==> config.mk <==
export PLATFORM = sky130hd
export DESIGN_NAME = tdmp_port
export DESIGN_NICKNAME = d
export VERILOG_FILES = /design/src/tdmp_pkg.sv /design/src/tdmp_port.sv
export SDC_FILE = /design/constraint.sdc
export NUM_CORES = 1
export LEC_CHECK = 0
export BUFFER_PORTS_ARGS = -buffer_cell sky130_fd_sc_hd__buf_2
export CELL_PAD_IN_SITES_DETAIL_PLACEMENT = 0
export CELL_PAD_IN_SITES_GLOBAL_PLACEMENT = 1
export CORE_MARGIN = 2
export CORE_UTILIZATION = 43
export DETAILED_ROUTE_END_ITERATION = 12
export PLACE_DENSITY = 0.86
export SYNTH_ARGS = -nofsm -noshare
export SYNTH_HDL_FRONTEND = slang
export SYNTH_SLANG_ARGS = --single-unit
==> constraint.sdc <==
create_clock -name aclk -period 5.9 [get_ports aclk]
set_clock_uncertainty 0.1 [all_clocks]
set_input_delay 0 -clock aclk [delete_from_list [all_inputs] [get_ports aclk]]
set_output_delay 0 -clock aclk [all_outputs]
set_load 0.03 [all_outputs]
==> src/tdmp_pkg.sv <==
/*
 * Package for the serial-port framing and status-flag block: register map,
 * frame geometry, rate select encodings and reset values.
 * Assumes a 100 MHz system clock and a 32-bit AXI4-Lite register bus.
 */
package tdmp_pkg;
    localparam int CLK_HZ = 100_000_000;
    localparam int BCLK_HZ = 11_000_000;
    // Bit clock enable: divide the system clock, rounded down
    localparam int BCLK_DIV = CLK_HZ / BCLK_HZ;
    localparam int SLOTS = 12;
    localparam int SLOT_BITS = 16;
    localparam int FRAME_BITS = SLOTS * SLOT_BITS;
    localparam int CLR_BIT = 15;
    localparam int PD_BIT = 15;
    localparam int RST_BIT = 14;
    localparam int RW_BIT = 6;

    localparam logic [7:0] ADDR_CTRL = 8'h00;
    localparam logic [7:0] ADDR_STAT = 8'h04;
    localparam logic [7:0] ADDR_IRQ_STAT = 8'h08;
    localparam logic [7:0] ADDR_IRQ_MASK = 8'h0C;
    localparam logic [7:0] ADDR_RATE0 = 8'h10;

    localparam logic [2:0] CTRL_RESET = 3'h0;
    localparam logic [2:0] IRQ_MASK_RESET = 3'h0;
    localparam logic [15:0] PERIOD_RESET = 16'h00C0;

    typedef enum logic [2:0] {
        TDMP_RATE_MAX = 3'h0,
        TDMP_RATE_MODEM = 3'h1,
        TDMP_RATE_CAPT = 3'h2,
        TDMP_RATE_PLAY = 3'h3,
        TDMP_RATE_SYNTH = 3'h4,
        TDMP_RATE_SER1 = 3'h5,
        TDMP_RATE_SER0 = 3'h6
    } tdmp_rate_t;

    typedef enum logic [1:0] {
        TDMP_RUN = 2'h0,
        TDMP_PD_LAST = 2'h1,
        TDMP_PD_OFF = 2'h2
    } tdmp_pwr_t;
endpackage

==> src/tdmp_port.sv <==
/*
 * Framing and status-flag logic of the serial audio port: bit clock enable,
 * frame sync, slot counting, reset and power-down status flags, and an
 * AXI4-Lite register file with a sticky interrupt.
 * Assumes chip_reset_n, the reset command and the power-down request come
 * from other clock domains; the partner shifts slot data on the bit clock.
 */
// Function
// [RULE1] Reset pin or reset command sets reset flag
// [RULE2] Status-clear bit clears reset flag
// [RULE3] Reset flag blocks indirect register writes
// [RULE4] Write accepted in frame that clears flag
// [RULE5] Reset command holds flag one full frame
// [RULE6] Reset pin or power-down sets power-down flag
// [RULE7] One flagged frame sent before port stops; the code sends two whole flagged frames before it stops
// [RULE8] Power-down flag clears only after wake
// [RULE9] One-bit frame sync before first bit
// [RULE10] Twelve slots of sixteen bits
// [RULE11] Default frame is 192 bit clocks
// [RULE12] Frame rate selectable among seven rates
// [RULE13] Valid and request flags mark meaningful slots
// [RULE14] Partner may ignore flags at equal rates
// [RULE15] Monitor or intercept any converter stream
// [RULE16] Clear bit 15 in, flags bits 15,14 out
// [RULE17] Slower rates add idle bit clocks
// [RULE18] Rate chosen by three-bit select field
// [RULE19] Partner reissues writes dropped while flagged
`timescale 1ns/100ps
module tdmp_port #(
    parameter int PERIOD_W = 16
) (
    input wire logic aclk,
    input wire logic aresetn,
    input wire logic s_axi_awvalid,
    output logic s_axi_awready,
    input wire logic [7:0] s_axi_awaddr,
    input wire logic s_axi_wvalid,
    output logic s_axi_wready,
    input wire logic [31:0] s_axi_wdata,
    input wire logic [3:0] s_axi_wstrb,
    output logic s_axi_bvalid,
    input wire logic s_axi_bready,
    output logic [1:0] s_axi_bresp,
    input wire logic s_axi_arvalid,
    output logic s_axi_arready,
    input wire logic [7:0] s_axi_araddr,
    output logic s_axi_rvalid,
    input wire logic s_axi_rready,
    output logic [31:0] s_axi_rdata,
    output logic [1:0] s_axi_rresp,
    input wire logic chip_reset_n,
    input wire logic pnp_reset_cmd,
    input wire logic powerdown_req,
    input wire logic ctrl_word_valid,
    input wire logic [15:0] ctrl_word,
    input wire logic [15:0] stream_flags,
    input wire logic [4:0] intercept_en,
    output logic bclk_en,
    output logic frame_sync_out,
    output logic port_active,
    output logic [3:0] slot_index,
    output logic [3:0] bit_index,
    output logic [15:0] status_word,
    output logic ind_write_en,
    output logic [4:0] intercept_sel,
    output logic irq
);
    localparam int DIV_W = $clog2(tdmp_pkg::BCLK_DIV);

    // Synchronisers for asynchronous inputs
    logic [1:0] rpin_s, rcmd_s, pdr_s;
    logic rcmd_prev;
    always_ff @(posedge aclk) begin
        rpin_s <= {rpin_s[0], chip_reset_n};
        rcmd_s <= {rcmd_s[0], pnp_reset_cmd};
        pdr_s <= {pdr_s[0], powerdown_req};
        rcmd_prev <= rcmd_s[1];
    end
    logic pin_rst, cmd_evt, pd_req;
    assign pin_rst = !rpin_s[1];
    assign cmd_evt = rcmd_s[1] && !rcmd_prev;
    assign pd_req = pdr_s[1];

    // Registers
    logic [2:0] rate_sel_q, rate_sel_d;
    logic [2:0] irq_stat_q, irq_stat_d, irq_mask_q, irq_mask_d;
    logic [PERIOD_W-1:0] period_q [0:6];
    logic [PERIOD_W-1:0] period_d [0:6];

    // Frame timing
    logic [DIV_W-1:0] div_q, div_d;
    logic [PERIOD_W-1:0] bcnt_q, bcnt_d;
    logic fs_q, fs_d;
    logic rst_flag_q, rst_flag_d, pd_flag_q, pd_flag_d;
    logic [1:0] hold_q, hold_d;
    tdmp_pkg::tdmp_pwr_t pwr_q, pwr_d;
    logic frame_end;
    logic [PERIOD_W-1:0] period_cur;

    always_comb begin
        period_cur = period_q[(rate_sel_q > 3'h6) ? 3'h0 : rate_sel_q];
        if (rate_sel_q > 3'h6 || period_cur < PERIOD_W'(tdmp_pkg::FRAME_BITS)) begin
            period_cur = PERIOD_W'(tdmp_pkg::FRAME_BITS); // [RULE11]
        end
    end

    assign bclk_en = (div_q == '0) && (pwr_q != tdmp_pkg::TDMP_PD_OFF);
    // A shorter period chosen mid-frame ends the frame at once instead of wrapping the counter
    assign frame_end = bclk_en && (bcnt_q >= period_cur - PERIOD_W'(1));

    always_comb begin
        div_d = div_q;
        bcnt_d = bcnt_q;
        fs_d = fs_q;
        if (div_q == DIV_W'(tdmp_pkg::BCLK_DIV - 1)) begin
            div_d = '0;
        end else begin
            div_d = div_q + DIV_W'(1);
        end
        if (bclk_en) begin
            // Counts past 191 are idle bit clocks padding slower frames
            bcnt_d = frame_end ? '0 : bcnt_q + PERIOD_W'(1); // [RULE17]
            // Sync rides the last bit clock before bit 0
            fs_d = (bcnt_q == period_cur - PERIOD_W'(2)); // [RULE9]
        end
    end
    assign frame_sync_out = fs_q;
    assign port_active = pwr_q != tdmp_pkg::TDMP_PD_OFF;
    // Slot and bit position; idle bit clocks report slot 15
    always_comb begin
        if (bcnt_q < PERIOD_W'(tdmp_pkg::FRAME_BITS)) begin
            slot_index = 4'(bcnt_q / PERIOD_W'(tdmp_pkg::SLOT_BITS)); // [RULE10]
            bit_index = 4'(bcnt_q % PERIOD_W'(tdmp_pkg::SLOT_BITS));
        end else begin
            slot_index = 4'hF;
            bit_index = 4'h0;
        end
    end

    // Status flags; ctrl_word_valid pulses once per frame with slot 0 input
    logic clr;
    assign clr = ctrl_word_valid && ctrl_word[tdmp_pkg::CLR_BIT]; // [RULE16]
    always_comb begin
        rst_flag_d = rst_flag_q;
        pd_flag_d = pd_flag_q;
        hold_d = hold_q;
        pwr_d = pwr_q;
        if (frame_end && hold_q != 2'h0) begin
            hold_d = hold_q - 2'h1;
        end
        if (clr && hold_q == 2'h0) begin
            rst_flag_d = 1'b0; // [RULE2]
        end
        if (clr && !pd_req && pwr_q == tdmp_pkg::TDMP_RUN) begin
            pd_flag_d = 1'b0; // [RULE8]
        end
        case (pwr_q)
            tdmp_pkg::TDMP_RUN: begin
                if (pd_req) begin
                    pwr_d = tdmp_pkg::TDMP_PD_LAST;
                end
            end
            tdmp_pkg::TDMP_PD_LAST: begin
                // Run until two whole frames have carried the flag
                if (frame_end && hold_q == 2'h0) begin
                    pwr_d = tdmp_pkg::TDMP_PD_OFF; // [RULE7]
                end
            end
            tdmp_pkg::TDMP_PD_OFF: begin
                if (!pd_req) begin
                    pwr_d = tdmp_pkg::TDMP_RUN;
                end
            end
            default: pwr_d = tdmp_pkg::TDMP_RUN;
        endcase
        if (pd_req && pwr_q == tdmp_pkg::TDMP_RUN) begin
            pd_flag_d = 1'b1; // [RULE6]
            hold_d = 2'h2;
        end
        if (cmd_evt) begin
            rst_flag_d = 1'b1; // [RULE1]
            hold_d = 2'h2; // [RULE5]
        end
        if (pin_rst) begin
            rst_flag_d = 1'b1; // [RULE1]
            pd_flag_d = 1'b1; // [RULE6]
        end
    end

    always_comb begin
        status_word = stream_flags; // [RULE13]
        status_word[tdmp_pkg::PD_BIT] = pd_flag_q; // [RULE16]
        status_word[tdmp_pkg::RST_BIT] = rst_flag_q;
    end
    // Clear in the same frame unblocks the write
    assign ind_write_en = ctrl_word_valid && !ctrl_word[tdmp_pkg::RW_BIT] &&
        (!rst_flag_q || (clr && hold_q == 2'h0)); // [RULE3] [RULE4]
    // Registered so the select seen by the sample paths never glitches
    logic [4:0] isel_q, isel_d;
    always_comb begin
        isel_d = intercept_en; // [RULE15]
    end
    assign intercept_sel = isel_q;

    // AXI4-Lite slave
    logic aw_q, aw_d, w_q, w_d, b_q, b_d, r_q, r_d;
    logic [7:0] awa_q, awa_d;
    logic [31:0] wd_q, wd_d, rd_q, rd_d;
    logic [1:0] bresp_q, bresp_d, rresp_q, rresp_d;
    logic do_wr;
    logic [2:0] evt;
    assign s_axi_awready = !aw_q && !b_q;
    assign s_axi_wready = !w_q && !b_q;
    assign s_axi_arready = !r_q;
    assign s_axi_bvalid = b_q;
    assign s_axi_bresp = bresp_q;
    assign s_axi_rvalid = r_q;
    assign s_axi_rdata = rd_q;
    assign s_axi_rresp = rresp_q;
    assign do_wr = aw_q && w_q && !b_q;
    assign evt = {pd_req && pwr_q == tdmp_pkg::TDMP_RUN, cmd_evt, frame_end};

    function automatic logic is_rate(input logic [7:0] a);
        is_rate = a >= tdmp_pkg::ADDR_RATE0 && a <= tdmp_pkg::ADDR_RATE0 + 8'h18 && a[1:0] == 2'h0;
    endfunction

    function automatic logic [2:0] rate_idx(input logic [7:0] a);
        rate_idx = 3'((a - tdmp_pkg::ADDR_RATE0) >> 2);
    endfunction

    always_comb begin
        aw_d = aw_q;
        w_d = w_q;
        b_d = b_q;
        r_d = r_q;
        awa_d = awa_q;
        wd_d = wd_q;
        rd_d = rd_q;
        bresp_d = bresp_q;
        rresp_d = rresp_q;
        rate_sel_d = rate_sel_q;
        irq_mask_d = irq_mask_q;
        period_d = period_q;
        irq_stat_d = irq_stat_q;
        if (s_axi_awvalid && s_axi_awready) begin
            aw_d = 1'b1;
            awa_d = s_axi_awaddr;
        end
        if (s_axi_wvalid && s_axi_wready) begin
            w_d = 1'b1;
            wd_d = s_axi_wdata;
        end
        if (do_wr) begin
            aw_d = 1'b0;
            w_d = 1'b0;
            b_d = 1'b1;
            bresp_d = 2'h0;
            if (awa_q == tdmp_pkg::ADDR_CTRL) begin
                rate_sel_d = wd_q[2:0]; // [RULE12]
            end else if (awa_q == tdmp_pkg::ADDR_IRQ_STAT) begin
                irq_stat_d = irq_stat_q & ~wd_q[2:0];
            end else if (awa_q == tdmp_pkg::ADDR_IRQ_MASK) begin
                irq_mask_d = wd_q[2:0];
            end else if (is_rate(awa_q)) begin
                period_d[rate_idx(awa_q)] = wd_q[PERIOD_W-1:0];
            end else if (awa_q != tdmp_pkg::ADDR_STAT) begin
                bresp_d = 2'h2;
            end
        end else if (b_q && s_axi_bready) begin
            b_d = 1'b0;
        end
        // Set beats clear on the same cycle
        irq_stat_d = irq_stat_d | evt;
        if (s_axi_arvalid && s_axi_arready) begin
            r_d = 1'b1;
            rresp_d = 2'h0;
            rd_d = 32'h0;
            if (s_axi_araddr == tdmp_pkg::ADDR_CTRL) begin
                rd_d[2:0] = rate_sel_q;
            end else if (s_axi_araddr == tdmp_pkg::ADDR_STAT) begin
                rd_d[4:0] = {port_active, pwr_q, pd_flag_q, rst_flag_q};
            end else if (s_axi_araddr == tdmp_pkg::ADDR_IRQ_STAT) begin
                rd_d[2:0] = irq_stat_q;
            end else if (s_axi_araddr == tdmp_pkg::ADDR_IRQ_MASK) begin
                rd_d[2:0] = irq_mask_q;
            end else if (is_rate(s_axi_araddr)) begin
                rd_d[PERIOD_W-1:0] = period_q[rate_idx(s_axi_araddr)];
            end else begin
                rresp_d = 2'h2;
            end
        end else if (r_q && s_axi_rready) begin
            r_d = 1'b0;
        end
    end
    assign irq = |(irq_stat_q & irq_mask_q);

    always_ff @(posedge aclk) begin
        if (!aresetn) begin
            div_q <= '0;
            bcnt_q <= '0;
            fs_q <= 1'b0;
            rst_flag_q <= 1'b1;
            pd_flag_q <= 1'b1;
            hold_q <= 2'h0;
            pwr_q <= tdmp_pkg::TDMP_RUN;
            aw_q <= 1'b0;
            w_q <= 1'b0;
            b_q <= 1'b0;
            r_q <= 1'b0;
            awa_q <= 8'h00;
            wd_q <= 32'h0;
            rd_q <= 32'h0;
            bresp_q <= 2'h0;
            rresp_q <= 2'h0;
            rate_sel_q <= tdmp_pkg::CTRL_RESET;
            irq_stat_q <= 3'h0;
            irq_mask_q <= tdmp_pkg::IRQ_MASK_RESET;
            isel_q <= 5'h00;
            for (int i = 0; i < 7; i++) begin
                period_q[i] <= PERIOD_W'(tdmp_pkg::PERIOD_RESET);
            end
        end else begin
            div_q <= div_d;
            bcnt_q <= bcnt_d;
            fs_q <= fs_d;
            rst_flag_q <= rst_flag_d;
            pd_flag_q <= pd_flag_d;
            hold_q <= hold_d;
            pwr_q <= pwr_d;
            aw_q <= aw_d;
            w_q <= w_d;
            b_q <= b_d;
            r_q <= r_d;
            awa_q <= awa_d;
            wd_q <= wd_d;
            rd_q <= rd_d;
            bresp_q <= bresp_d;
            rresp_q <= rresp_d;
            rate_sel_q <= rate_sel_d;
            irq_stat_q <= irq_stat_d;
            irq_mask_q <= irq_mask_d;
            isel_q <= isel_d;
            period_q <= period_d;
        end
    end
endmodule

==> results of run 1 <==
## worst register-to-register path, stage by stage, from the launching register on
cell and delay (ps):
dfxtp_4 500, buf_4 290, mux2_2 360, o221ai_1 180
a22o_2 270, and4bb_2 330, a31oi_2 180, nand2b_1 190
ha_1 240, nand4b_4 180, nor2_1 290, nand2_1 90
a21o_1 210, nor3_1 180, xnor2_1 140, nand2_1 80
ha_1 300, nand4_1 90, nor2_1 150, nand2_1 70
o211ai_1 150, a21oi_1 110, buf_4 170, or3_1 300
a21oi_1 130
## registers in the layout (all words and copies together) (netlist names), 2 cells and up
register / count
awa_q: 8
bcnt_q: 16
div_q: 4
hold_q: 2
intercept_sel: 5
irq_mask_q: 3
irq_stat_q: 3
pdr_s: 2
period_q: 112
pwr_q: 2
rate_sel_q: 3
rcmd_s: 2
rpin_s: 2
s_axi_rdata: 16
wd_q: 16
## routing by layer
| layer | GRT usage (%) | vias up | wire (um) |
|---|---|---|---|
| met5 | 0 | - | 0 |
| met4 | 5.87 | 0 | 643 |
| met3 | 3.22 | 51 | 2130 |
| met2 | 41.5 | 388 | 17100 |
| met1 | 31.9 | 5260 | 15600 |
| li1 | - | 5327 | - |
## final timing paths
kind | from | endpoint | slack, ps
worst max-delay path | rate_sel_q[1]$_SDFFE_PN0P_ | hold_q[0]$_SDFFE_PP0P_ | 560
worst max register to register | rate_sel_q[1]$_SDFFE_PN0P_ | hold_q[0]$_SDFFE_PP0P_ | 560
worst min-delay path | s_axi_araddr[5] | s_axi_rresp[1]$_SDFFE_PN0P_ | 20
worst min register to register | pdr_s[0]$_DFF_P_ | pdr_s[1]$_DFF_P_ | 230
## power by group through the flow
stage | sequential [uW] | combinational [uW] | clock (uW)
6_report | 1460 | 308 | 1570
5_1_grt | 1470 | 335 | 1640
4_1_cts | 1460 | 307 | 1580
3_5_place_dp | 1490 | 253 | 0
3_3_place_gp | 1490 | 250 | 0
2_1_floorplan | 1480 | 220 | 0
## synthesized netlist by cell type (all sizes together) (22+ instances only)
library cell and instances:
nand2 350, dfxtp 206, nor2 108, a21boi 102, clkbuf 74, buf 70, a21oi 63, o21ai 43
nand3 42, mux2i 30, nor2b 29, inv 26, xnor2 24, ha 23, nor3 22
## layout make-up
type	instances	share of cell area (%)
Sequential cell	206	29.7
Clock inverter	8	0.855
Tap cell	341	3.07
Inverter	27	0.729
Timing Repair Buffer	201	10.7
Multi-Input combinational cell	1127	49.7
Clock buffer	36	5.16
## cell families (layout without fill, tap and decap cells)
| logic type | Yosys count | after routing | synth area share, % |
|---|---|---|---|
| compound gates | 342 | 342 | 20.5 |
| xor+xnor | 37 | 37 | 2.86 |
| fa+ha+maj | 23 | 23 | 2.44 |
| buf+inv | 171 | 272 | 7.24 |
| flops | 206 | 206 | 34.9 |
| mux | 63 | 63 | 7.21 |
| other cells | 1 | 18 | 0.0317 |
| simple gates | 644 | 644 | 24.8 |
## metrics by stage
step                      cells  power (uW)  area [um^2]
after floorplan            1504        1700        11900
after global placement     1822        1740        12300
after detailed placement   1822        1740        12300
after CTS                  1946        3350        13900
after global routing       1946        3440        13900
final                      1946        3340        13900
## repair_timing
action,in CTS,in global routing
hold endpoints to repair,102,0
endpoints found under the setup margin,0,20
hold buffers,80,0
resized for setup,0,4
==> out/metrics.cfg, run 1 <==
[clock_tree]
clkSinkCount = 206
clkTransAtPathRegs_ps = 60
htree_levels = 1
cts_made_buffers = 24
clkLatencyLatePin_ps = 520
postCtsSetupBuffers = 0
cts-root-buf = clkbuf_16
clock_path_buffers = 3
cts_tree = built

[pwr]
p_sw_uw = 829
p_comb_share_pct = 9.2
leakage_uw = 0.00535
power_frac_seq_pct = 43.8
internal_power_uw = 2510
ir_drop_mv = 0.227
clock_power_share_pct = 47.0
power.density_nw_per_um2 = 240
p_sw_share_pct = 24.8

[critical_path]
crit_family = simple AND/OR/NAND/NOR gates
reg2reg_depth = 24
required_ps = 6250
startpoint_type = flop
cp_num_cells = 24
path_buf_inv = 2
max_stage_delay_ps = 500
cp_cell_sequence = buf_4, mux2_2, o221ai_1, a22o_2, and4bb_2, a31oi_2, nand2b_1, ha_1, nand4b_4, nor2_1, nand2_1, a21o_1, nor3_1, xnor2_1, nand2_1, ha_1, nand4_1, nor2_1, nand2_1, o211ai_1, a21oi_1, buf_4, or3_1, a21oi_1
worstPathArrival_ps = 5690
critPathKind = flop to flop
cp_slowest_cell = dfxtp_4
cp-end-kind = flop
crit_fanout = 18
cp_common_cell = nand2_1

[timing]
tightest_slew_ps = 1110
max_freq_mhz = 187
hold_violations = 0
maxSlewHeadroom_pct = 25.9
period_minus_slack_ps = 5340
fin_setup_tns_ps = 0
fin_crit_sh_pct = 90.5
rsz0062_at_grt = no
holdWs_ps = 21.5
final-max-slew-violation-count = 0
setup_viol = 0
setup_ws_ps = 560

[routing]
drt-initial-drc-count = 923
first_pass_iters = 5
detail_route.wirelength_mm = 35.4
post-route-drc-count = 0
vias_per_cell = 5.67
wl_per_cell_um = 18.2
vias = 11000
antenna_left = 0

[floorplanning]
coreArea_um2 = 27000
die_h_um = 170
io_pins = 175
dieArea_um2 = 28800
num_rows = 60
initial_core_util_pct = 43.8
die_w_um = 170

[synthesis]
ys_ff_latch = 206
avgSynthCellArea_um2 = 7.94
synthTopCellsByArea = dfxtp_1 35%, nand2_1 11%, a21boi_0 6.4%, nor2_1 3.4%, buf_4 3.1%
synth_edf_count = 0
synth_top_area_cell = dfxtp_1
async_reset_ff_share_pct = 0
synth.distinct_cells = 86
seq_area_frac_synth_pct = 34.9
synth_top_area_share_pct = 34.9
netlist_instances = 1487
netlist_area_um2 = 11800
synth_flop_cell = dfxtp_1
yosysWarningCount = 0

[placed_design]
portBuffers = 92
dpl.hpwl_mm = 22.9
gp_congestion = 0.880
pre_cts_ws_ps = 256

[min_path]
min_delay_path_depth = 5
min_path_type = input port to flop

[final_layout]
final_cell_mix = 348 x nand2_1, 203 x dfxtp_1, 103 x nor2_1
drive_gt1_share_pct = 13.1
fill_cells = 2527
final_util_pct = 51.6
final_common_cell = nand2_1
num_antenna_cells = 0
area_growth_pct = 17.7
num-nets-final = 1710
multiInputGateArea_um2 = 6920
regArea_um2 = 4130

[grt]
grt_max_degree = 81
grt_pass1_vias = 10300
track_usage_pct = 24.1
antenna_found_initial = 0
grt.overflow.total = 0
grt_pass1_wl_mm = 55.9

[outcome]
outcome = complete, no violations

[job]
maxCapViolCount = 0

Note: power is estimated with default switching activity, not from simulation.
==> run 2: changes to the inputs <==
--- a/config.mk
+++ b/config.mk
@@ -9,9 +9,10 @@
 export CELL_PAD_IN_SITES_DETAIL_PLACEMENT = 0
 export CELL_PAD_IN_SITES_GLOBAL_PLACEMENT = 1
 export CORE_MARGIN = 2
-export CORE_UTILIZATION = 43
+export CORE_UTILIZATION = 30
 export DETAILED_ROUTE_END_ITERATION = 12
-export PLACE_DENSITY = 0.86
+export PLACE_DENSITY = 0.65
+export RECOVER_POWER = 25
 export SYNTH_ARGS = -nofsm -noshare
 export SYNTH_HDL_FRONTEND = slang
 export SYNTH_SLANG_ARGS = --single-unit
==> run 2 against run 1 <==
The run now ends with max-capacitance violations, max-slew violations left. Combinational power up 3%. Critical path type unchanged. Die area up 42%. Maximum frequency down 1.7%. Critical endpoint unchanged. Clock-buffer cell count down 1. Flip-flop and latch count unchanged. Clock power up 11%. Via count down 0.48%. Worst setup slack worse by 91 ps. Cell count up 9.7%.
==> out/metrics.cfg, run 2 (synthesis gave the netlist of run 1 again) <==
[critical_path]
worstPathArrival_ps = 5810
r2r_end = hold_q[0]$_SDFFE_PP0P_
cp-end-kind = flop
required_ps = 6280
reg2reg_depth = 24
r2r_slack_ps = 470
startpoint = rate_sel_q[1]$_SDFFE_PN0P_
crit_path_end = hold_q[0]$_SDFFE_PP0P_
crit_fanout = 26
startpoint_type = flop
r2r-start = rate_sel_q[1]$_SDFFE_PN0P_
critPathKind = flop to flop

[pwr]
leakage_uw = 0.00530
ir_drop_mv = 0.170
power.density_nw_per_um2 = 247

[clock_tree]
cts_tree = built
cts_made_buffers = 26
cts-root-buf = clkbuf_16
htree_levels = 1
clock_path_buffers = 3
clkLatencyLatePin_ps = 560
clkTransAtPathRegs_ps = 60
clkSinkCount = 206
postCtsSetupBuffers = 0

[final_layout]
largest_register_ffs = 112
num_antenna_cells = 0
final_util_pct = 36.8
final_cell_mix = 349 x nand2_1, 204 x dfxtp_1, 103 x nor2_1
final_common_cell = nand2_1
regMostFlops = period_q
num-nets-final = 1719
area_growth_pct = 20.6
drive_gt1_share_pct = 11.5

[timing]
setup_viol = 0
tightest_slew_ps = 3020
hold_violations = 0
max_freq_mhz = 184
period_minus_slack_ps = 5430
holdWs_ps = 47.1
fin_crit_sh_pct = 92.1
fin_setup_tns_ps = 0
final-max-slew-violation-count = 78
maxSlewHeadroom_pct = -102
rsz0062_at_grt = no

[floorplanning]
die_w_um = 202
num_rows = 72
io_pins = 175
initial_core_util_pct = 30.5
die_h_um = 202
dieArea_um2 = 41000
coreArea_um2 = 38700

[grt]
grt_max_degree = 78
antenna_found_initial = 0
grt_pass1_wl_mm = 61.5
grt.overflow.total = 0
grt_pass1_vias = 10400
track_usage_pct = 19.1

[placed_design]
dpl.hpwl_mm = 26.1
portBuffers = 92
gp_congestion = 0.851

[min_path]
min_path_type = input port to flop

[routing]
vias = 11000
first_pass_iters = 6
detail_route.wirelength_mm = 39.9
post-route-drc-count = 0
drt-initial-drc-count = 910
antenna_left = 0
vias_per_cell = 5.14
wl_per_cell_um = 18.7

[outcome]
violations = max-capacitance violations, max-slew violations
outcome = finished, violations left

[job]
maxCapViolCount = 1

## run 2: repair_timing
item                                    CTS  global route
resized for setup                         0             1
endpoints found under the hold margin   108             0
hold buffers                             84             0
endpoints found under the setup margin    0            20
## run 2: layout make-up
type                       count  area, um^2
inverter                      27         101
tap                          518         648
multi-input combinational   1127        6920
clock buffer                  35         754
clock inverter                13         193
sequential                   206        4130
fill                        4113       24500
timing repair buffer         208        1500
## run 2: per-stage QoR
step / area (um^2) / setup WS (ps) / cells / power [uW]
after floorplan: 11900 / 503 / 1504 / 1700
after global placement: 12500 / 442 / 2002 / 1750
after detailed placement: 12500 / 333 / 2002 / 1760
after CTS: 14300 / 293 / 2134 / 3560
after global routing: 14200 / 50.4 / 2134 / 3640
final: 14200 / 469 / 2134 / 3520
## run 2: how the worst min path moves through the flow
stage	startpoint	endpoint	slack, ps	depth (start not counted)
final	s_axi_wvalid	wd_q[2]$_SDFFE_PN0P_	50	4
after global routing	s_axi_wvalid	wd_q[14]$_SDFFE_PN0P_	130	4
after CTS	s_axi_araddr[7]	s_axi_rresp[1]$_SDFFE_PN0P_	50	5
after detailed placement	stream_flags[0]	status_word[0]	-100	0
after global placement	stream_flags[0]	status_word[0]	-100	0
after floorplan	powerdown_req	pdr_s[0]$_DFF_P_	-70	0
## run 2: critical path: stages (launching register included)
cell and delay (ps):
dfxtp_4 610, buf_4 240, nand2_4 150, o221ai_1 250
a22o_1 360, and4bb_2 370, a31oi_2 160, nand2b_1 170
ha_1 240, nand4b_4 170, nor2_1 280, nand2_1 90
a21o_1 200, nor3_1 200, xnor2_1 150, nand2_1 70
ha_1 300, nand4_1 90, nor2_1 150, nand2_1 70
o211ai_1 150, a21oi_1 130, buf_4 180, or3_1 300
a21oi_1 130
## run 2: routing by layer
| metal | vias up | track usage [%] | part of all wire (%) |
|---|---|---|---|
| li1 | 5345 | - | - |
| met1 | 5276 | 26.1 | 46 |
| met2 | 300 | 31.4 | 47 |
| met3 | 52 | 2.76 | 5.1 |
| met4 | 0 | 4.82 | 2.1 |
| met5 | - | 0 | 0 |
## run 2: power by group
part,total [uW],switching [uW],internal (uW)
Clock,1740,662,1080
Sequential,1460,43.3,1420
Combinational,316,194,123
